--- config.mk ---
export PLATFORM = sky130hd
export DESIGN_NAME = besl_logger
export DESIGN_NICKNAME = d
export VERILOG_FILES = /design/src/core/besl_pkg.sv /design/src/core/besl_logger.sv
export SDC_FILE = /design/constraint.sdc
export NUM_CORES = 1
export LEC_CHECK = 0
export ABC_AREA = 1
export ABC_CLOCK_PERIOD_IN_PS = 2510
export BUFFER_PORTS_ARGS = -buffer_cell sky130_fd_sc_hd__buf_4
export CAP_MARGIN = 20
export CORE_UTILIZATION = 55
export DETAILED_ROUTE_END_ITERATION = 8
export PLACE_DENSITY = 0.74
export SLEW_MARGIN = 10
export SYNTH_ARGS = -nofsm -noshare
export SYNTH_HDL_FRONTEND = slang
export SYNTH_SLANG_ARGS = --single-unit
--- constraint.sdc ---
create_clock -name clk_i -period 2.51 [get_ports clk_i]
set_input_delay 0.502 -clock clk_i [delete_from_list [all_inputs] [get_ports clk_i]]
set_output_delay 0.502 -clock clk_i [all_outputs]
set_load 0.005 [all_outputs]
--- src/core/besl_pkg.sv ---
// Shared constants and carrier types for the bus error status logger.
// Assumes a single 100 MHz core clock and a classic Wishbone register bus.
package besl_pkg;

    localparam int unsigned CLK_MHZ = 100;

    // Register byte offsets.
    localparam logic [7:0] STATUS_LO_OFFSET = 8'h00;
    localparam logic [7:0] STATUS_HI_OFFSET = 8'h04;
    localparam logic [7:0] IRQ_STAT_OFFSET = 8'h08;
    localparam logic [7:0] IRQ_MASK_OFFSET = 8'h0C;
    localparam logic [7:0] CTRL_OFFSET = 8'h10;
    localparam logic [7:0] WDOG_OFFSET = 8'h14;

    // Status bit positions.
    localparam int unsigned ERR_TYPE_LSB = 25;
    localparam int unsigned MCE_DRIVEN_BIT = 28;
    localparam int unsigned MCE_OBSERVED_BIT = 29;
    localparam int unsigned BUS_INIT_SIGNAL_DRIVEN_BIT = 30;
    localparam int unsigned BUS_INIT_SIGNAL_OBSERVED_BIT = 31;
    localparam int unsigned DATA_PARITY_BIT = 34;
    localparam int unsigned RESP_PARITY_BIT = 36;
    localparam int unsigned ADDR_PARITY_BIT = 37;
    localparam int unsigned TIMEOUT_BIT = 38;
    localparam int unsigned HARD_ERR_BIT = 42;
    localparam int unsigned INTERNAL_ERROR_PIN_BIT = 43;
    localparam int unsigned OVERFLOW_BIT = 62;
    localparam int unsigned VALID_BIT = 63;

    // Bits that hold state; all others are reserved and read zero.
    localparam logic [63:0] STATUS_RW_MASK = 64'hFE00_0C74_FFF8_FFFF;
    localparam logic [63:0] STATUS_RESET = 64'h0000_0000_0000_0000;

    typedef enum logic [2:0] {
        BESL_ERR_NONE = 3'h0,
        BESL_ERR_ADDR_PARITY = 3'h1,
        BESL_ERR_HARD_RESP = 3'h2,
        BESL_ERR_RESP_PARITY = 3'h3
    } besl_err_type;

    // Interrupt status and mask bit positions.
    localparam int unsigned IRQ_ADDR_PAR = 0;
    localparam int unsigned IRQ_HARD = 1;
    localparam int unsigned IRQ_RESP_PAR = 2;
    localparam int unsigned IRQ_DATA_PAR = 3;
    localparam int unsigned IRQ_MCE_OBS = 4;
    localparam int unsigned IRQ_BUS_INIT_SIGNAL_OBS = 5;
    localparam int unsigned IRQ_TIMEOUT = 6;
    localparam int unsigned IRQ_INTERNAL_ERROR_PIN = 7;
    localparam int unsigned IRQ_W = 8;
    localparam logic [7:0] IRQ_RESET = 8'h00;

    // Control register: bus clock ratio in [1:0], machine check drive in [2].
    localparam int unsigned CTRL_RATIO_LSB = 0;
    localparam int unsigned CTRL_MCE_EN_BIT = 2;
    localparam logic [2:0] CTRL_RESET = 3'h4;
    localparam logic [1:0] RATIO_1_2 = 2'h0;
    localparam logic [1:0] RATIO_1_3 = 2'h1;
    localparam logic [1:0] RATIO_1_4 = 2'h2;

    // Watchdog structure.
    localparam int unsigned PIC_W = 8;
    localparam int unsigned PIC_DIV = 128;
    localparam int unsigned ROB_W = 23;

    typedef struct packed {
        logic machine_check_signal;
        logic bus_init_signal;
        logic [2:0] rs;
        logic rsp;
        logic resp_valid;
    } besl_pins_type;

    typedef struct packed {
        logic retire;
        logic exception;
        logic addr_parity;
        logic hard_resp;
        logic data_parity;
        logic internal_fail;
    } besl_core_evt_type;

    typedef enum logic [1:0] {
        BESL_WB_IDLE = 2'h0,
        BESL_WB_ACK = 2'h1
    } besl_wb_state_type;

endpackage

--- src/core/besl_logger.sv ---
// Bus error status logger: model specific machine check status bits,
// retirement watchdog and a Wishbone register slave.
// Assumes bus pins are asynchronous and core events share clk_i.
//
// Added by the designer: the register offsets and register access over Wishbone.
`timescale 1ns/100ps

module besl_logger #(
    parameter int unsigned ROB_BITS = besl_pkg::ROB_W,
    parameter int unsigned PIC_PRESCALE = besl_pkg::PIC_DIV
) (
    input wire logic clk_i,
    input wire logic rst_i,
    input wire logic wb_cyc_i,
    input wire logic wb_stb_i,
    input wire logic wb_we_i,
    input wire logic [7:0] wb_adr_i,
    input wire logic [3:0] wb_sel_i,
    input wire logic [31:0] wb_dat_i,
    output logic [31:0] wb_dat_o,
    output logic wb_ack_o,
    input wire besl_pkg::besl_pins_type pins_i,
    input wire besl_pkg::besl_core_evt_type core_evt_i,
    output logic machine_check_drive_o,
    output logic bus_init_drive_o,
    output logic internal_error_pin_o,
    output logic irq_o
);

    function automatic logic [31:0] merge_bytes(input logic [31:0] old_v,
            input logic [31:0] new_v, input logic [3:0] sel);
        logic [31:0] res;
        res = old_v;
        for (int i = 0; i < 4; i++) begin
            if (sel[i]) begin
                res[8*i +: 8] = new_v[8*i +: 8];
            end
        end
        return res;
    endfunction

    // Pin synchronisers; only the second stage is read by logic.
    besl_pkg::besl_pins_type sync1;
    besl_pkg::besl_pins_type sync2;
    logic mce_prev;
    logic bus_init_signal_prev;

    always_ff @(posedge clk_i) begin
        if (rst_i) begin
            sync1 <= '0;
            sync2 <= '0;
            mce_prev <= 1'b0;
            bus_init_signal_prev <= 1'b0;
        end else begin
            sync1 <= pins_i;
            sync2 <= sync1;
            mce_prev <= sync2.machine_check_signal;
            bus_init_signal_prev <= sync2.bus_init_signal;
        end
    end

    logic mce_seen;
    logic bus_init_signal_seen;
    logic resp_par_err;
    assign mce_seen = sync2.machine_check_signal && !mce_prev;
    assign bus_init_signal_seen = sync2.bus_init_signal && !bus_init_signal_prev;
    // Even parity over the three lines and the check pin.
    assign resp_par_err = sync2.resp_valid && (^{sync2.rs, sync2.rsp});

    // Register bus slave.
    besl_pkg::besl_wb_state_type wb_state;
    besl_pkg::besl_wb_state_type next_wb_state;
    logic [31:0] next_wb_dat;
    logic wr_en;
    logic [63:0] status;
    logic [7:0] irq_stat;
    logic [7:0] irq_mask;
    logic [2:0] ctrl;
    logic [ROB_BITS-1:0] rob_cnt;

    assign wr_en = (wb_state == besl_pkg::BESL_WB_ACK) && wb_cyc_i
        && wb_stb_i && wb_we_i;
    assign wb_ack_o = (wb_state == besl_pkg::BESL_WB_ACK);

    always_comb begin
        next_wb_state = wb_state;
        next_wb_dat = wb_dat_o;
        case (wb_state)
            besl_pkg::BESL_WB_IDLE: begin
                if (wb_cyc_i && wb_stb_i) begin
                    next_wb_state = besl_pkg::BESL_WB_ACK;
                    case (wb_adr_i)
                        besl_pkg::STATUS_LO_OFFSET: next_wb_dat = status[31:0];
                        besl_pkg::STATUS_HI_OFFSET: next_wb_dat = status[63:32];
                        besl_pkg::IRQ_STAT_OFFSET: next_wb_dat = {24'h000000, irq_stat};
                        besl_pkg::IRQ_MASK_OFFSET: next_wb_dat = {24'h000000, irq_mask};
                        besl_pkg::CTRL_OFFSET: next_wb_dat = {29'h00000000, ctrl};
                        besl_pkg::WDOG_OFFSET: next_wb_dat = 32'(rob_cnt);
                        default: next_wb_dat = 32'h00000000;
                    endcase
                end
            end
            besl_pkg::BESL_WB_ACK: begin
                next_wb_state = besl_pkg::BESL_WB_IDLE;
            end
            default: begin
                next_wb_state = besl_pkg::BESL_WB_IDLE;
            end
        endcase
    end

    always_ff @(posedge clk_i) begin
        if (rst_i) begin
            wb_state <= besl_pkg::BESL_WB_IDLE;
            wb_dat_o <= 32'h00000000;
        end else begin
            wb_state <= next_wb_state;
            wb_dat_o <= next_wb_dat;
        end
    end

    // Bus clock tick, prescaler and retirement watchdog.
    logic [1:0] bus_div;
    logic [1:0] next_bus_div;
    logic [6:0] pre_div;
    logic [6:0] next_pre_div;
    logic [besl_pkg::PIC_W-1:0] pic_cnt;
    logic [besl_pkg::PIC_W-1:0] next_pic_cnt;
    logic [ROB_BITS-1:0] next_rob_cnt;
    logic [1:0] ratio_max;
    logic bus_tick;
    logic pic_tick;
    logic pic_carry;
    logic rob_carry;
    logic rob_clear;

    always_comb begin
        case (ctrl[1:0])
            besl_pkg::RATIO_1_3: ratio_max = 2'h2;
            besl_pkg::RATIO_1_4: ratio_max = 2'h3;
            default: ratio_max = 2'h1;
        endcase
        bus_tick = (bus_div == ratio_max);
        next_bus_div = bus_tick ? 2'h0 : bus_div + 2'h1;
        pic_tick = bus_tick && (pre_div == 7'(PIC_PRESCALE - 1));
        next_pre_div = pre_div;
        if (bus_tick) begin
            next_pre_div = pic_tick ? 7'h00 : pre_div + 7'h01;
        end
        pic_carry = pic_tick && (&pic_cnt);
        next_pic_cnt = pic_tick ? pic_cnt + 8'h01 : pic_cnt;
        rob_carry = pic_carry && (&rob_cnt);
        rob_clear = core_evt_i.retire || core_evt_i.exception || rob_carry;
        next_rob_cnt = rob_cnt;
        if (rob_clear) begin
            next_rob_cnt = '0;
        end else if (pic_carry) begin
            next_rob_cnt = rob_cnt + 1'b1;
        end
    end

    always_ff @(posedge clk_i) begin
        if (rst_i) begin
            bus_div <= 2'h0;
            pre_div <= 7'h00;
            pic_cnt <= 8'h00;
            rob_cnt <= '0;
        end else begin
            bus_div <= next_bus_div;
            pre_div <= next_pre_div;
            pic_cnt <= next_pic_cnt;
            rob_cnt <= next_rob_cnt;
        end
    end

    // Status logging, interrupts and control.
    logic [63:0] next_status;
    logic [63:0] hw_set;
    logic [7:0] next_irq_stat;
    logic [7:0] next_irq_mask;
    logic [7:0] irq_evt;
    logic [2:0] next_ctrl;
    logic next_mce_drive;
    logic bus_err;

    always_comb begin
        hw_set = 64'h0000_0000_0000_0000;
        bus_err = core_evt_i.addr_parity || core_evt_i.hard_resp
            || resp_par_err;
        hw_set[besl_pkg::MCE_OBSERVED_BIT] = mce_seen;
        hw_set[besl_pkg::BUS_INIT_SIGNAL_DRIVEN_BIT] = rob_carry;
        hw_set[besl_pkg::BUS_INIT_SIGNAL_OBSERVED_BIT] = bus_init_signal_seen;
        hw_set[besl_pkg::DATA_PARITY_BIT] = core_evt_i.data_parity;
        hw_set[besl_pkg::RESP_PARITY_BIT] = resp_par_err;
        hw_set[besl_pkg::ADDR_PARITY_BIT] = core_evt_i.addr_parity;
        hw_set[besl_pkg::TIMEOUT_BIT] = rob_carry;
        hw_set[besl_pkg::HARD_ERR_BIT] = core_evt_i.hard_resp;
        hw_set[besl_pkg::INTERNAL_ERROR_PIN_BIT] = core_evt_i.internal_fail;
        next_mce_drive = ctrl[besl_pkg::CTRL_MCE_EN_BIT]
            && (|hw_set) && !machine_check_drive_o;
        hw_set[besl_pkg::MCE_DRIVEN_BIT] = next_mce_drive;
        next_status = status;
        if (wr_en && wb_adr_i == besl_pkg::STATUS_LO_OFFSET) begin
            next_status[31:0] = merge_bytes(status[31:0], wb_dat_i, wb_sel_i);
        end
        if (wr_en && wb_adr_i == besl_pkg::STATUS_HI_OFFSET) begin
            next_status[63:32] = merge_bytes(status[63:32], wb_dat_i, wb_sel_i);
        end
        // Sticky bits are only ever ORed, so a new error cannot clear them.
        next_status = next_status | hw_set;
        if (bus_err) begin
            // Response parity outranks hard response, which outranks address.
            if (resp_par_err) begin
                next_status[27:25] = besl_pkg::BESL_ERR_RESP_PARITY;
            end else if (core_evt_i.hard_resp) begin
                next_status[27:25] = besl_pkg::BESL_ERR_HARD_RESP;
            end else begin
                next_status[27:25] = besl_pkg::BESL_ERR_ADDR_PARITY;
            end
        end
        if (|hw_set) begin
            next_status[besl_pkg::OVERFLOW_BIT] =
                next_status[besl_pkg::OVERFLOW_BIT]
                || status[besl_pkg::VALID_BIT];
            next_status[besl_pkg::VALID_BIT] = 1'b1;
        end
        next_status = next_status & besl_pkg::STATUS_RW_MASK;

        irq_evt = {core_evt_i.internal_fail, rob_carry, bus_init_signal_seen, mce_seen,
            core_evt_i.data_parity, resp_par_err, core_evt_i.hard_resp,
            core_evt_i.addr_parity};
        next_irq_stat = irq_stat;
        if (wr_en && wb_adr_i == besl_pkg::IRQ_STAT_OFFSET && wb_sel_i[0]) begin
            next_irq_stat = irq_stat & ~wb_dat_i[7:0];
        end
        // A set in the same cycle as its clear wins.
        next_irq_stat = next_irq_stat | irq_evt;
        next_irq_mask = irq_mask;
        if (wr_en && wb_adr_i == besl_pkg::IRQ_MASK_OFFSET && wb_sel_i[0]) begin
            next_irq_mask = wb_dat_i[7:0];
        end
        next_ctrl = ctrl;
        if (wr_en && wb_adr_i == besl_pkg::CTRL_OFFSET && wb_sel_i[0]) begin
            next_ctrl = wb_dat_i[2:0];
        end
    end

    always_ff @(posedge clk_i) begin
        if (rst_i) begin
            status <= besl_pkg::STATUS_RESET;
            irq_stat <= besl_pkg::IRQ_RESET;
            irq_mask <= besl_pkg::IRQ_RESET;
            ctrl <= besl_pkg::CTRL_RESET;
            machine_check_drive_o <= 1'b0;
            bus_init_drive_o <= 1'b0;
            irq_o <= 1'b0;
        end else begin
            status <= next_status;
            irq_stat <= next_irq_stat;
            irq_mask <= next_irq_mask;
            ctrl <= next_ctrl;
            machine_check_drive_o <= next_mce_drive;
            bus_init_drive_o <= rob_carry;
            irq_o <= |(next_irq_stat & next_irq_mask);
        end
    end

    assign internal_error_pin_o = status[besl_pkg::INTERNAL_ERROR_PIN_BIT];

    logic wr_hi;
    assign wr_hi = wr_en && (wb_adr_i == besl_pkg::STATUS_HI_OFFSET);

    a_resp_par_code: assert property (@(posedge clk_i) disable iff (rst_i)
        resp_par_err |=> status[27:25] == 3'h3 && status[36])
        else $error("Response parity error not logged.");

    a_addr_par_code: assert property (@(posedge clk_i) disable iff (rst_i)
        core_evt_i.addr_parity && !core_evt_i.hard_resp && !resp_par_err
        |=> status[27:25] == 3'h1 && status[37])
        else $error("Address parity error not logged.");

    a_timeout_sticky: assert property (@(posedge clk_i) disable iff (rst_i)
        status[38] && !wr_hi |=> status[38])
        else $error("Timeout bit lost without a write.");

    a_hard_sticky: assert property (@(posedge clk_i) disable iff (rst_i)
        (core_evt_i.hard_resp ##1 !wr_hi) |-> status[42])
        else $error("Hard error bit not held.");

    a_internal_error_pin_pin_held: assert property (@(posedge clk_i) disable iff (rst_i)
        core_evt_i.internal_fail |=> internal_error_pin_o [*2] or
        (internal_error_pin_o && wr_hi))
        else $error("Internal error pin not held.");

    a_rob_clear: assert property (@(posedge clk_i) disable iff (rst_i)
        core_evt_i.retire || core_evt_i.exception |=> rob_cnt == '0)
        else $error("Watchdog not cleared.");

    a_rob_step: assert property (@(posedge clk_i) disable iff (rst_i)
        pic_carry && !rob_clear |=> rob_cnt == $past(rob_cnt) + 1'b1)
        else $error("Watchdog did not step by one.");

    a_timeout_bus_init_signal: assert property (@(posedge clk_i) disable iff (rst_i)
        rob_carry |=> bus_init_drive_o && status[38] && status[30]
        && rob_cnt == '0)
        else $error("Timeout did not drive bus init.");

    a_reserved_zero: assert property (@(posedge clk_i) disable iff (rst_i)
        (status & ~besl_pkg::STATUS_RW_MASK) == 64'h0000_0000_0000_0000)
        else $error("Reserved status bit set.");

    a_valid_on_log: assert property (@(posedge clk_i) disable iff (rst_i)
        (|hw_set) |=> status[63])
        else $error("Valid bit not set on logging.");

    a_wb_ack_pulse: assert property (@(posedge clk_i) disable iff (rst_i)
        wb_ack_o |=> !wb_ack_o)
        else $error("Acknowledge held longer than one cycle.");

endmodule // besl_logger

Word level (Yosys, flattened, before mapping)
Index checks and enable logic that the tools add are counted.

word-level totals
  bits in registers = 175
  latch bits = 0
  memory bits (writable) = 0
  memory bits (read-only) = 0
  input bits = 62
  output and inout port bits = 37
  memories kept = 0

cells by class
  add/subtract/negate cells = 4
  $mul = 0
  div/mod/pow operators = 0
  order comparisons = 0
  equal/unequal tests = 9
  shift operators = 0
  muxes and demuxes = 19
  bitwise operators = 6
  reductions and logical operators = 40

operator list
  kind                                                 count
  case mux 32 bit (6 select lines)                     1
  2-to-1 mux 8 bit                                     10
  2-to-1 mux 32 bit                                    2
  bitwise OR 64 x 44 -> 64 bit                         1
  adder 23 x 1 -> 23 bit, second input constant        1
  AND reduction 23 bit                                 1
  logical AND 1 bit                                    20
  bitwise AND 8 bit                                    2
  equality test 8 x 4 -> 1 bit, second input constant  2
  equality test 8 x 5 -> 1 bit, second input constant  2
  OR reduction 8 bit                                   2
  OR reduction 9 bit                                   1
  adder 8 x 1 -> 8 bit, second input constant          1
  equality test 8 x 3 -> 1 bit, second input constant  1
  logical NOT 8 bit                                    1
  NOT 8 bit                                            1
  bitwise OR 8 bit                                     1
  AND reduction 8 bit                                  1
  adder 7 x 1 -> 7 bit, second input constant          1
  equality test 7 bit, second input constant           1
  2-to-1 mux 7 bit                                     1
  2-to-1 mux 2 bit                                     3
  OR reduction 2 bit                                   3
  logical OR 1 bit                                     5
  other kinds (11)                                     13

Logic depth before layout (Yosys ltp)
  depth after elaboration = 12
  mapped depth = 13

Worst setup path after synthesis
No wires, ideal clock.

  path kind = reg2reg
  start = register ctrl[1]
  end = register rob_cnt[3]
  data arrival time = 1624 ps
  data required time = 2387 ps
  setup slack = 763 ps
  stages on the path, launching flop included = 13
  clock period less this slack = 1747 ps
  path through = dfxtp_1 -> inv_1 -> ha_1 -> nand2_1 -> inv_1 -> nor2_2 -> nand3_4 -> nor2_4 -> buf_6 -> inv_2 -> buf_6 -> nor3_1 -> nor3b_2

on the way
  longest elaborated chain between the ends = 8
  elaborated cells on any way between the ends = 9
  classes of those cells = 3 x eq/ne; 1 x mux; 5 x reduce/logical

RTL lines
  item                                                                 RTL line            RTL
  from (decl)                                                          besl_logger.sv:78   logic [2:0] ctrl;
  from (signal assigned)                                               besl_logger.sv:253  ctrl <= besl_pkg::CTRL_RESET;
  from (signal assigned)                                               besl_logger.sv:261  ctrl <= next_ctrl;
  equality test 2 bit or equality test 2 x 1 -> 1 bit (tied branches)  besl_logger.sv:138  case (ctrl[1:0])
  case mux 2 bit (2 select lines) (*)                                  besl_logger.sv:138
  equality test 2 bit (*)                                              besl_logger.sv:143  bus_tick = (bus_div == ratio_max);
  logical AND 1 bit (*)                                                besl_logger.sv:145  pic_tick = bus_tick && (pre_div == 7'(PIC_PRESCALE - 1));
  logical AND 1 bit (*)                                                besl_logger.sv:150  pic_carry = pic_tick && (&pic_cnt);
  logical AND 1 bit                                                    besl_logger.sv:152  rob_carry = pic_carry && (&rob_cnt);
  logical OR 1 bit                                                     besl_logger.sv:153  rob_clear = core_evt_i.retire || core_evt_i.exception || rob_carry;
  OR reduction 2 bit (no line)                                         -
  to (signal assigned)                                                 besl_logger.sv:172  rob_cnt <= next_rob_cnt;
  to (decl)                                                            besl_logger.sv:79   logic [ROB_BITS-1:0] rob_cnt;

Mark *: on every way between the ends. The rest lies on a longest branch, timed or not.
A chain may end at the register's enable or synchronous reset.

Worst setup path in the final report
  start = register ctrl[1]
  end = register rob_cnt[7]

Same word-level chain as after synthesis.

==> flow_metrics.py <==
metrics = {
    "critical_path": {
        "cp_num_cells": 12,
        "slowest_stage_cell_crit_path": "dfxtp_1",
        "critical_path.most_common_cell": "inv_1",
        "criticalPathCategory": "reg -> reg",
        "timing.critical_path.from_type": "register",
        "r2r_end": "rob_cnt[7]$_SDFFE_PP0P_",
        "reg2reg_depth": 12,
        "critPathMaxStageDelay_ps": 310,
        "worst_setup_path_end_kind": "register",
        "timing.reg2reg.setup_slack_ps": 290,
        "critical_path.reg2reg.startpoint": "ctrl[1]$_SDFFE_PP0P_",
        "worst_setup_path_endpoint": "rob_cnt[7]$_SDFFE_PP0P_",
        "critical_path.n_buffers_inverters": 3,
        "timing.critical_path.cells": "inv_1 > ha_1 > nand2_1 > inv_1 > nor2_2 > nand3_4 > nor2_4 > nand2_2 > nand4_4 > inv_2 > o21ai_1 > a21oi_1",
        "cpLargestDelayFamily": "simple AND/OR/NAND/NOR gates",
        "crit_start": "ctrl[1]$_SDFFE_PP0P_",
        "critical_path_required_ps": 2830,
        "critical_path.max_fanout": 17,
        "arrival_ps": 2540,
    },
    "routing": {
        "detail_route.wirelength.met1_mm": 7.62,
        "via_count": 6393,
        "drtPass1Iterations": 8,
        "wl_per_cell_um": 13.8,
        "top_layer": "met4",
        "detail_route.iter0.violations": 533,
        "met2RoutedLength_mm": 7.98,
        "drc_errors": 0,
        "route.antenna.remaining_nets": 0,
        "dr_wl_met3_um": 926,
        "post_drt_via_cell_ratio": 5.21,
        "wirelength_mm": 16.9,
    },
    "global_routing": {
        "grt_pass1_vias": 5695,
        "grt_pass1_wl_mm": 27.6,
        "grt_antenna_before_repair": 0,
        "globalRouteTotalUtil_pct": 27.5,
        "globalRoute.totalOverflow": 0,
        "largest_net_degree_at_the_start_of_global_routing": 73,
    },
    "final_layout": {
        "areaGrowthSynthToFinish_pct": 21.0,
        "finish.utilization_pct": 68.6,
        "regArea_um2": 3060,
        "drive_above_1_share_pct": 18.1,
        "n_antenna_cell": 0,
        "multi_input_logic_area_um2": 3160,
        "filler_cell_count": 1036,
        "final_net_count": 1111,
        "layout.cell_area.non_filler_um2": 8270,
    },
    "cts": {
        "post-cts-setup-buffer-count": 0,
        "cts.hold.buffers_added": 0,
        "htreeDepth": 4,
        "cts_num_sinks": 153,
        "cts.reportedPaths.clkPinSlew_ps": 60,
        "cts_inserted_buffers": 17,
        "cts.root.buffer_cell": "clkbuf_16",
        "clock_insertion_delay_worst_skew_ps": 430,
        "postCtsResizedCells": 0,
        "cts_tree": "built",
        "clk_path_buf_depth": 2,
    },
    "synthesis": {
        "dominantRegCellSynth": "dfxtp_1",
        "postSynthCellCount": 951,
        "synth_edf_count": 0,
        "syn-mean-instance-area_um2": 7.19,
        "syn-cell-area_um2": 6840,
        "yosys_register_bits": 153,
        "count_of_unique_library_cells_instantiated_by_yosys": 45,
        "synth_nets": 1017,
        "synthArstFlopShare_pct": 0,
        "yosysWarnings": 0,
        "synth.yosys.seq_area_share_pct": 44.8,
    },
    "pwr": {
        "power_density_nw_per_um2": 650,
        "power_leakage_nw": 3.46,
        "peakVddDrop_mv": 0.520,
    },
    "place": {
        "io_buffers": 95,
        "placement.setup.worst_slack_ps": 295,
        "hpwlAfterDp_mm": 12.0,
        "globalplace.congestion": 0.842,
        "placed_area_um2": 7680,
    },
    "timing": {
        "timing.fmax_mhz": 451,
        "postLayoutSetupSlackWorst_ps": 291,
        "timing.slew.headroom_pct": 46.3,
        "final_clock_period_utilization_by_the_worst_path_pct": 88.4,
        "count_of_endpoints_failing_hold_in_the_final_timing_report": 0,
        "maxSlewViolCount": 0,
        "tightestPinTransition_ps": 806,
        "timing.final.setup_violations": 0,
        "worst_clock_skew_ps": 10.2,
        "unrepaired_setup_endpoints_after_global_routing": "false",
        "tns_ps": 0,
        "layout_min_cycle_time_ps": 2220,
    },
    "outcome": {
        "outcome": "finished, final reports clean",
    },
    "flow_run": {
        "drv.max_cap_violation_count": 0,
    },
    "floorplan": {
        "die_width_um": 113,
        "number_of_top_level_design_ports": 99,
        "placementRows": 40,
        "die_h_um": 113,
        "die_area_um2": 12900,
        "core-area_um2": 12100,
        "floorplan.initialDensity_pct": 56.7,
    },
    "worst_hold_path": {
        "hold_wc_path_type": "in -> reg",
    },
}
worst reg2reg max path, cell delays in order (launching register included):
cell and delay [ps]:
dfxtp_1 310, inv_1 60, ha_1 290, nand2_1 70
inv_1 40, nor2_2 130, nand3_4 140, nor2_4 250
nand2_2 230, nand4_4 270, inv_2 140, o21ai_1 120
a21oi_1 60
cell usage in the layout (no fill, tap or decap), types with 2 or more instances in the layout:
cell,synthesis,layout
clkinv_4,0,2
nor4_1,4,4
o21ai_1,24,24
and3_1,2,2
a31oi_1,5,5
clkbuf_16,0,17
o22ai_1,10,10
dfxtp_1,153,153
o2111ai_1,2,2
o21ai_0,47,47
ha_1,4,4
nor2_1,84,83
inv_2,14,14
inv_1,104,104
buf_4,4,106
nor3_2,3,3
nor2_4,5,5
xnor2_1,4,4
a21oi_1,103,103
xor2_1,6,6
clkinvlp_4,0,4
nor2_8,2,2
nor3_1,13,13
nand2_1,240,240
a22o_1,2,2
nand2_2,6,6
clkinv_1,2,2
nand4_1,13,13
nand3_1,37,37
nand3_2,2,2
bufinv_16,0,2
inv_6,0,6
nor2_2,10,11
nor3b_2,2,2
o211ai_1,6,6
area by class of cell:
cell class | count | area share, %
inverters | 120 | 5.44
multi-input cells | 647 | 38.2
clock buffers | 17 | 5.14
clock inverters | 15 | 2.00
repair buffers | 106 | 9.62
flip-flops and latches | 153 | 37.0
well taps | 168 | 2.54
per-layer routing:
layer	vias up	GRT usage (%)
li1	3284	-
met1	2918	35.5
met2	161	45.0
met3	30	5.47
met4	0	11.8
met5	-	0
per-stage QoR:
step | hold WS [ps] | power (mW) | cells
CTS | 261 | 5.41 | 1226
finish | 268 | 5.38 | 1226
floorplan | 388 | 2.72 | 951
global route | 271 | 5.55 | 1226
detailed placement | 392 | 2.88 | 1194
global placement | 389 | 2.87 | 1194
sequential cells by signal (all words and copies together), names as in the netlist, named ones only:
name and cells:
status 41, wb_dat_o 32, rob_cnt 23, irq_mask 8
irq_stat 8, pic_cnt 8, pre_div 7, sync1 7
sync2 7, ctrl 3, bus_div 2, bus_init_drive_o 1
bus_init_signal_prev 1, irq_o 1, machine_check_drive_o 1, mce_prev 1
wb_state 1
cells in the mapped netlist, types with 10 or more instances:
master    number  share of area, %
inv_1        104               5.7
o21ai_1       24               1.8
nor2_1        84               4.6
inv_2         14              0.77
nand2_1      240                13
o21ai_0       47               3.4
o22ai_1       10              0.92
nor3_1        13              0.95
nor2_2        10              0.92
dfxtp_1      153                45
nand3_1       37               2.7
nand4_1       13               1.2
clkbuf_1      17              0.93
a21oi_1      103               7.5
how the worst min path moves through the flow:
stage                             start             endpoint  slack, ps  cells past startpoint
CTS                           pins_i[3]  sync1[3]$_SDFF_PP0_        260                      3
global route                  pins_i[2]  sync1[2]$_SDFF_PP0_        270                      3
global placement    sync1[5]$_SDFF_PP0_  sync2[5]$_SDFF_PP0_        390                      2
detailed placement  sync1[0]$_SDFF_PP0_  sync2[0]$_SDFF_PP0_        390                      2
floorplan           sync1[0]$_SDFF_PP0_  sync2[0]$_SDFF_PP0_        390                      2
finish                        pins_i[1]  sync1[1]$_SDFF_PP0_        270                      3
kinds of logic after synthesis:
group           Yosys count  share of synthesized area, %
xor+xnor                 10                          1.28
flops                   153                          44.8
buf+inv                 151                          8.95
simple gates            430                          28.4
compound gates          203                          15.8
fa+ha+maj                 4                         0.732
report_power, final:
part	switching (mW)	internal, mW
clock network	1.08	1.48
logic	0.185	0.133
registers	0.0277	2.48
total	1.29	4.09
Power figures use the tool's default switching activity.
